==> config.mk <==
export PLATFORM = sky130hd
export DESIGN_NAME = compare_capture_pwm_timer
export DESIGN_NICKNAME = d
export VERILOG_FILES = /design/src/design/timer_pkg.sv /design/src/design/compare_capture_pwm_timer.sv /design/src/design/count_tick_gen.sv
export SDC_FILE = /design/constraint.sdc
export NUM_CORES = 1
export LEC_CHECK = 0
export BUFFER_PORTS_ARGS = -buffer_cell sky130_fd_sc_hd__buf_2
export CAP_MARGIN = 40
export CORE_ASPECT_RATIO = 0.75
export CORE_MARGIN = 3
export CORE_UTILIZATION = 30
export DETAILED_ROUTE_END_ITERATION = 16
export HOLD_SLACK_MARGIN = 0.08
export PLACE_DENSITY = 0.55
export SYNTH_ARGS = -nofsm -noshare
export SYNTH_HDL_FRONTEND = slang
export SYNTH_HIERARCHICAL = 1
export SYNTH_SLANG_ARGS = --single-unit
==> constraint.sdc <==
create_clock -name clk -period 1.85 [get_ports clk]
set_input_delay 0.0925 -clock clk [delete_from_list [all_inputs] [get_ports clk]]
set_output_delay 0.0925 -clock clk [all_outputs]
set_load 0.01 [all_outputs]
==> src/design/timer_pkg.sv <==
// constants, field layouts and carrier types for the compare/capture/pwm timer
// Notes on behaviour
// - counter resets free-running and counts only while count_start is one.
// - wrap from ffff to 0000 sets overflow_flag; irq when its enable is one.
// - compare A with counter_clear_enable clears counter, sets match_flag_a.
// - periodic mode with register A holding N counts 0..N, period N+1.
// - compare match drives pin 0, 1 or toggles; same level stays unchanged.
// - capture latches counter on selected rising, falling or both pin edges.
// - with C buffering capturing A, old A moves to C, counter into A.
// - pwm uses A as period and B, C, D as duty on pins B, C, D.
// - pwm forces compare use and ignores per-pin compare output codes.
// - pwm pin goes initial level at match A, inverse at duty match.
// - duty equal to period leaves that pwm pin unchanged at match.
// - D buffering B in pwm: match B changes pin unless B equals A, copies D to B.
// - pwm with clear by A resets counter at match A, pins to start level.
// - match fires as counter leaves the equal value on the next count tick.
// - compare match sets its flag and raises the irq in the same cycle.
// - capture sets that register's flag when the capture occurs.
// - flag clears only by read-as-one then write zero; lone zero write ignored.
// - function bit 0 is compare, 1 capture; output code 00 means no change.
// - compare output code 01 drives 0, 10 drives 1, 11 toggles.
// - capture edge code 00 rising, 01 falling, 1x both edges.
// - reset sets general registers to ffff and counter to 0000.
package timer_pkg;

   localparam int NUM_CH = 4;
   localparam int CH_A = 0;
   localparam int CH_B = 1;
   localparam int PRE_W = 3;

   localparam logic [15:0] GR_RESET = 16'hffff;
   localparam logic [15:0] CNT_RESET = 16'h0000;
   localparam logic [15:0] CNT_MAX = 16'hffff;

   localparam logic FUNC_COMPARE = 1'b0;
   localparam logic FUNC_CAPTURE = 1'b1;

   localparam logic [1:0] OUT_NONE = 2'h0;
   localparam logic [1:0] OUT_ZERO = 2'h1;
   localparam logic [1:0] OUT_ONE = 2'h2;
   localparam logic [1:0] OUT_TOGGLE = 2'h3;

   localparam logic [1:0] EDGE_RISE = 2'h0;
   localparam logic [1:0] EDGE_FALL = 2'h1;
   localparam int EDGE_BOTH_BIT = 1;

   localparam logic [1:0] PRE_DIV1 = 2'h0;
   localparam logic [1:0] PRE_DIV2 = 2'h1;
   localparam logic [1:0] PRE_DIV4 = 2'h2;

   typedef logic [3:0][15:0] gr_array_t;

   typedef struct packed {
      logic count_start;
      logic counter_clear_enable;
      logic ext_clock_sel;
      logic [1:0] prescale_sel;
      logic [1:0] buffer_enable;
      logic [2:0] pwm_enable;
      logic [3:0] initial_level;
      logic [3:0] func_select;
      logic [3:0][1:0] io_code;
   } ctrl_t;

   typedef struct packed {
      logic overflow_irq_enable;
      logic [3:0] match_irq_enable;
   } irq_en_t;

   typedef struct packed {
      logic overflow_flag;
      logic [3:0] match_flag;
   } status_t;

endpackage

==> src/design/compare_capture_pwm_timer.sv <==
// 16-bit timer with four compare/capture registers and pwm
`timescale 1ns/1ns
`default_nettype none
module compare_capture_pwm_timer import timer_pkg::*; (
   // clock and reset
   input wire logic clk,
   input wire logic reset_n,
   // configuration
   input wire ctrl_t control_reg,
   input wire irq_en_t irq_enable_reg,
   // software writes
   input wire logic [3:0] gr_write,
   input wire logic [15:0] gr_wdata,
   input wire logic counter_write,
   input wire logic [15:0] counter_wdata,
   // status access
   input wire logic status_read,
   input wire logic status_write,
   input wire status_t status_wdata,
   // channel pins
   input wire logic ext_clk_in,
   input wire logic [3:0] channel_pin_in,
   output logic [3:0] channel_pin_out,
   output logic [3:0] channel_pin_oe_n,
   // state
   output logic [15:0] up_counter,
   output gr_array_t general_reg,
   output status_t status_reg,
   output logic timer_irq_request
);
   logic tick;
   logic any_pwm;
   logic clear_cnt;
   logic overflow;
   logic [15:0] up_counter_d;
   logic [3:0] is_pwm;
   logic [3:0] is_capture;
   logic [3:0] buffered;
   logic [3:0] eq;
   logic [3:0] match;
   logic [3:0] pin_edge;
   logic [3:0] capture;
   logic [3:0] cap_prev_q;
   logic [4:0] flag_set;
   logic [4:0] flag_clr;
   logic [4:0] armed_q;
   status_t status_d;

   count_tick_gen u_tick (
      .clk(clk),
      .reset_n(reset_n),
      .run(control_reg.count_start),
      .ext_sel(control_reg.ext_clock_sel),
      .prescale_sel(control_reg.prescale_sel),
      .ext_clk_in(ext_clk_in),
      .tick(tick)
   );

   assign any_pwm = |control_reg.pwm_enable;
   assign is_pwm = {control_reg.pwm_enable, 1'b0};

   // per-channel decode of use, match and capture
   genvar i;
   generate
      for (i = 0; i < NUM_CH; i++) begin : g_dec
         // pwm forces every register into compare use
         assign is_capture[i] = (control_reg.func_select[i] == FUNC_CAPTURE) && !any_pwm;
         if (i < 2) begin : g_pri
            assign buffered[i] = 1'b0;
         end else begin : g_sec
            assign buffered[i] = control_reg.buffer_enable[i-2];
         end
         assign eq[i] = (up_counter == general_reg[i]);
         // match fires as the counter leaves the equal value
         assign match[i] = tick && eq[i] && !is_capture[i] && !buffered[i];
         always_comb begin
            if (control_reg.io_code[i][EDGE_BOTH_BIT]) begin
               pin_edge[i] = channel_pin_in[i] ^ cap_prev_q[i];
            end else if (control_reg.io_code[i] == EDGE_FALL) begin
               pin_edge[i] = !channel_pin_in[i] && cap_prev_q[i];
            end else begin
               pin_edge[i] = channel_pin_in[i] && !cap_prev_q[i];
            end
         end
         assign capture[i] = is_capture[i] && !buffered[i] && pin_edge[i];
      end
   endgenerate

   always_ff @(posedge clk) begin
      if (!reset_n) begin
         cap_prev_q <= '0;
      end else begin
         cap_prev_q <= channel_pin_in;
      end
   end

   // counter: clear beats a software write, a write beats counting
   assign clear_cnt = match[CH_A] && control_reg.counter_clear_enable;
   assign overflow = tick && (up_counter == CNT_MAX) && !clear_cnt && !counter_write;

   always_comb begin
      if (clear_cnt) begin
         up_counter_d = CNT_RESET;
      end else if (counter_write) begin
         up_counter_d = counter_wdata;
      end else if (tick) begin
         up_counter_d = up_counter + 16'h0001;
      end else begin
         up_counter_d = up_counter;
      end
   end

   always_ff @(posedge clk) begin
      if (!reset_n) begin
         up_counter <= CNT_RESET;
      end else begin
         up_counter <= up_counter_d;
      end
   end

   // general registers with capture and buffer chaining
   generate
      for (i = 0; i < NUM_CH; i++) begin : g_gr
         logic hw_load;
         logic [15:0] hw_value;
         if (i < 2) begin : g_pri
            // primary: capture, or reload from its buffer at match
            always_comb begin
               if (capture[i]) begin
                  hw_load = 1'b1;
                  hw_value = up_counter;
               end else if (match[i] && control_reg.buffer_enable[i]) begin
                  hw_load = 1'b1;
                  hw_value = general_reg[i+2];
               end else begin
                  hw_load = 1'b0;
                  hw_value = general_reg[i];
               end
            end
         end else begin : g_sec
            // buffer: takes the old primary value at a primary capture
            always_comb begin
               if (buffered[i] && capture[i-2]) begin
                  hw_load = 1'b1;
                  hw_value = general_reg[i-2];
               end else if (capture[i]) begin
                  hw_load = 1'b1;
                  hw_value = up_counter;
               end else begin
                  hw_load = 1'b0;
                  hw_value = general_reg[i];
               end
            end
         end
         // hardware transfer wins over a software write in the same cycle
         always_ff @(posedge clk) begin
            if (!reset_n) begin
               general_reg[i] <= GR_RESET;
            end else if (hw_load) begin
               general_reg[i] <= hw_value;
            end else if (gr_write[i]) begin
               general_reg[i] <= gr_wdata;
            end
         end
      end
   endgenerate

   // pin outputs
   generate
      for (i = 0; i < NUM_CH; i++) begin : g_pin
         logic same_as_period;
         assign same_as_period = (general_reg[i] == general_reg[CH_A]);
         // a stopped counter holds pins at their initial level
         always_ff @(posedge clk) begin
            if (!reset_n) begin
               channel_pin_out[i] <= 1'b0;
            end else if (!control_reg.count_start) begin
               channel_pin_out[i] <= control_reg.initial_level[i];
            end else if (is_pwm[i]) begin
               if (same_as_period) begin
                  channel_pin_out[i] <= channel_pin_out[i];
               end else if (match[CH_A]) begin
                  channel_pin_out[i] <= control_reg.initial_level[i];
               end else if (match[i]) begin
                  channel_pin_out[i] <= !control_reg.initial_level[i];
               end
            end else if (match[i]) begin
               case (control_reg.io_code[i])
                  OUT_ZERO: begin
                     channel_pin_out[i] <= 1'b0;
                  end
                  OUT_ONE: begin
                     channel_pin_out[i] <= 1'b1;
                  end
                  OUT_TOGGLE: begin
                     channel_pin_out[i] <= !channel_pin_out[i];
                  end
                  default: begin
                     channel_pin_out[i] <= channel_pin_out[i];
                  end
               endcase
            end
         end
         always_ff @(posedge clk) begin
            if (!reset_n) begin
               channel_pin_oe_n[i] <= 1'b1;
            end else begin
               channel_pin_oe_n[i] <= !(is_pwm[i] ||
                  (!is_capture[i] && !buffered[i] && control_reg.io_code[i] != OUT_NONE));
            end
         end
      end
   endgenerate

   // status flags: set wins over clear
   assign flag_set = {overflow, match | capture};
   assign flag_clr = {5{status_write}} & ~status_wdata & armed_q;
   assign status_d = (status_reg & ~flag_clr) | flag_set;

   // a flag arms only when read as one; any status write disarms
   always_ff @(posedge clk) begin
      if (!reset_n) begin
         armed_q <= '0;
      end else if (status_write) begin
         armed_q <= '0;
      end else if (status_read) begin
         armed_q <= armed_q | status_reg;
      end
   end

   always_ff @(posedge clk) begin
      if (!reset_n) begin
         status_reg <= '0;
      end else begin
         status_reg <= status_d;
      end
   end

   // irq taken from next flags so it rises with the flag
   always_ff @(posedge clk) begin
      if (!reset_n) begin
         timer_irq_request <= 1'b0;
      end else begin
         timer_irq_request <= |(status_d & irq_enable_reg);
      end
   end
endmodule // compare_capture_pwm_timer
`default_nettype wire

==> src/design/count_tick_gen.sv <==
// count tick source: internal prescaler or external clock edge
`timescale 1ns/1ns
`default_nettype none
module count_tick_gen import timer_pkg::*; (
   // clock and reset
   input wire logic clk,
   input wire logic reset_n,
   // selection
   input wire logic run,
   input wire logic ext_sel,
   input wire logic [1:0] prescale_sel,
   // external count clock
   input wire logic ext_clk_in,
   // tick
   output logic tick
);
   logic [PRE_W-1:0] pre_q;
   logic ext_prev_q;
   logic int_tick;

   always_comb begin
      if (prescale_sel == PRE_DIV1) begin
         int_tick = 1'b1;
      end else if (prescale_sel == PRE_DIV2) begin
         int_tick = pre_q[0];
      end else if (prescale_sel == PRE_DIV4) begin
         int_tick = &pre_q[1:0];
      end else begin
         int_tick = &pre_q;
      end
   end

   always_ff @(posedge clk) begin
      if (!reset_n) begin
         pre_q <= '0;
      end else begin
         pre_q <= pre_q + 1'b1;
      end
   end

   // pulses shorter than one clock may be lost here
   always_ff @(posedge clk) begin
      if (!reset_n) begin
         ext_prev_q <= 1'b0;
      end else begin
         ext_prev_q <= ext_clk_in;
      end
   end

   always_ff @(posedge clk) begin
      if (!reset_n) begin
         tick <= 1'b0;
      end else begin
         tick <= run && (ext_sel ? (ext_clk_in && !ext_prev_q) : int_tick);
      end
   end
endmodule // count_tick_gen
`default_nettype wire

==> flow_summary.ini <==
[setup_path]
start_kind = flip-flop
r2r_cells = 10
reg2reg_to = channel_pin_out[1]
required_ns = 2.15
cp-endpoint = channel_pin_out[1]
timing.rr.start = up_counter[11]
critical_path_arrival_ns = 2.43
cp-end-kind = flip-flop
crit_type = flip-flop to flip-flop
r2r_slack_ns = -0.28
crit_path_start = up_counter[11]
path_max_fanout = 8

[cells_and_area]
instances_no_fill = 1543
final_common_cell = buf_2
final_cell_mix = buf_2, buf_4, nand2_1, dfxtp_1, xor2_1
largest_register_ffs = 64
final_util_pct = 48.0
nets = 1305
drive_gt1_share_pct = 44.9
syn2layout_area_growth_pct = 53.7

[floorplanning]
ioPinCount = 176
die_x_um = 187
coreArea_um2 = 23500
die_h_um = 142
rows = 48
die-area_um2 = 26400
initial_core_util_pct = 31.2

[sta]
period_minus_slack_ns = 2.13
rsz0062_at_grt = true
fin_skew_ns = 0.0133
worst_slack_ns = -0.283
max_freq_mhz = 469
worst_pin_slew_ns = 0.584
post-route-period-util_pct = 115
hold_viol = 0
setup_violations = 79
tns_ns = -15.03
slew_viol_final = 0
relSlewSlack_pct = 61.0

[global_route]
grt_pass1_wl_mm = 46.8
grt_usage_pct = 23.2
grt_pass1_vias = 7644
overflow = 0
antenna_found_initial = 1
grt_max_degree = 48

[yosys]
yosys_warnings = 6
syn_nets = 981
synth-edff-count = 0
ys_seq_area_share_pct = 29.4
yosys_register_bits = 108
syn_avg_cell_area_um2 = 8.28
synth.distinct_cells = 56
synth_flop_cell = dfxtp_1
synth_area_um2 = 7350
syn_inst = 888
ys_async_sr_fraction_pct = 0

[drt]
vias_per_cell = 5.15
drcViolationCount = 0
wl_per_cell_um = 20.8
drt_wl_total_mm = 32.1
drtPass1Iterations = 5
vias = 7943
drt_iter0_markers = 655
final_antenna_net_count = 0

[clocking]
clk_pin_slew_ns = 0.08
h-tree-depth = 3
ctsRootBufferMaster = clkbuf_16
cts_max_path_buffers = 2
clock_sinks = 108
cts_tree = yes
cts_buffers = 9
insertion_delay_ns = 0.38

[pwr]
vdd_ir_drop_max_v = 0.000434
p_per_area_nw_per_um2 = 603
leakage_uw = 0.00512
finalPower_uw = 6820

[placed_design]
dp.cells = 1466
hpwl_mm = 23.5
gp_congestion = 0.966
port_buffers = 175

[job]
drv_cap = 0

[hold_path]
hold_class = primary input to flip-flop
holdCritStartpoint = control_reg[25]

[run_status]
violations = setup timing
status = complete, but fails checks
[per-stage QoR]
stage               hold slack, ns  worst slack (ns)  instance area [um^2]
floorplan                    0.202            -0.138                  7540
global placement             0.313            -0.361                  9650
detailed placement           0.319            -0.367                  9650
CTS                         0.0961            -0.247                 10900
global route                 0.119            -0.366                 11300
finish                       0.105            -0.283                 11300
[cell families (layout without fill, tap and decap cells)]
family	after synthesis	in the layout	share of synthesized area, %
mux	106	106	15.5
flops	108	108	29.4
buf+inv	95	421	6.02
fa+ha+maj	11	11	1.87
other cells	0	1	0
xor+xnor	125	125	14.9
compound gates	136	136	11.8
simple gates	307	310	20.5
[final cells by class]
type                       instances  area [um^2]
antenna                            1         2.50
clock buffer                      10          239
clock inverter                     6         93.8
fill                            2294        12200
inverter                          18         67.6
multi-input combinational        688         5400
sequential                       108         2200
tap                              325          407
timing repair buffer             387         2890
[where the power goes]
part           internal, uW  switching (uW)  total, uW
clock network          1240            1020       2260
registers              2460             156       2620
logic                   919            1020       1940
[how the worst min path moves through the flow]
stage	endpoint	slack [ns]	cells after the start
after floorplan	channel_pin_out[3]	0.20	2
after CTS	channel_pin_out[0]	0.1	3
after global routing	status_reg[4]	0.12	3
after global placement	u_tick/ext_prev_q	0.31	2
after detailed placement	u_tick/ext_prev_q	0.32	2
final	channel_pin_out[0]	0.10	3
[timing repair]
action / CTS / global route
pin swaps: 40 / 25
setup buffers: 15 / 11
gates resized for setup: 113 / 67
endpoints found under the setup margin: 89 / 89
hold endpoints to repair: 33 / 0
hold buffers: 30 / 0
cloned: 6 / 2
[synth_stat cells, types with 2 or more instances]
library cell,number,area [um^2]
or3_1,3,18.8
nor4b_2,4,60.1
o211ai_1,9,67.6
buf_2,30,150
buf_6,5,56.3
mux2_2,2,22.5
nand3_1,36,180
nor2_1,60,225
nand2_1,121,454
and2_1,7,43.8
nor2b_1,7,43.8
buf_4,3,22.5
clkbuf_1,36,135
a22oi_1,27,203
and3_1,5,31.3
nand2b_1,5,31.3
inv_1,18,67.6
nand4_1,18,113
or2_2,2,12.5
o21ai_0,18,90.1
buf_1,3,11.3
xor2_1,78,683
o21ai_1,25,125
nor3_1,10,50.1
nor4_1,16,100
mux2_1,24,270
xnor2_1,47,412
ha_1,11,138
mux2i_1,70,701
a21oi_1,35,175
o2111a_1,4,45.0
nor4_2,2,25.0
nand3b_1,3,22.5
dfxtp_1,108,2160
mux2_4,10,150
and4_1,2,17.5
o21a_1,5,37.5
[metal layers]
layer	routed length [um]	track usage, %
met3	3120	6.45
met4	724	5.61
met5	0	0
met1	14700	32.9
met2	13600	35.0
[critical path: stages, from the launching register on]
cell     delay (ns)
dfxtp_4        0.37
xor2_1         0.18
nor4_2         0.27
buf_4          0.17
and4_4         0.22
and2_4         0.17
buf_8          0.15
buf_6          0.12
nor2_1         0.03
o21ai_1        0.15
mux2i_1        0.21
Note: power is estimated with default switching activity, not from simulation.
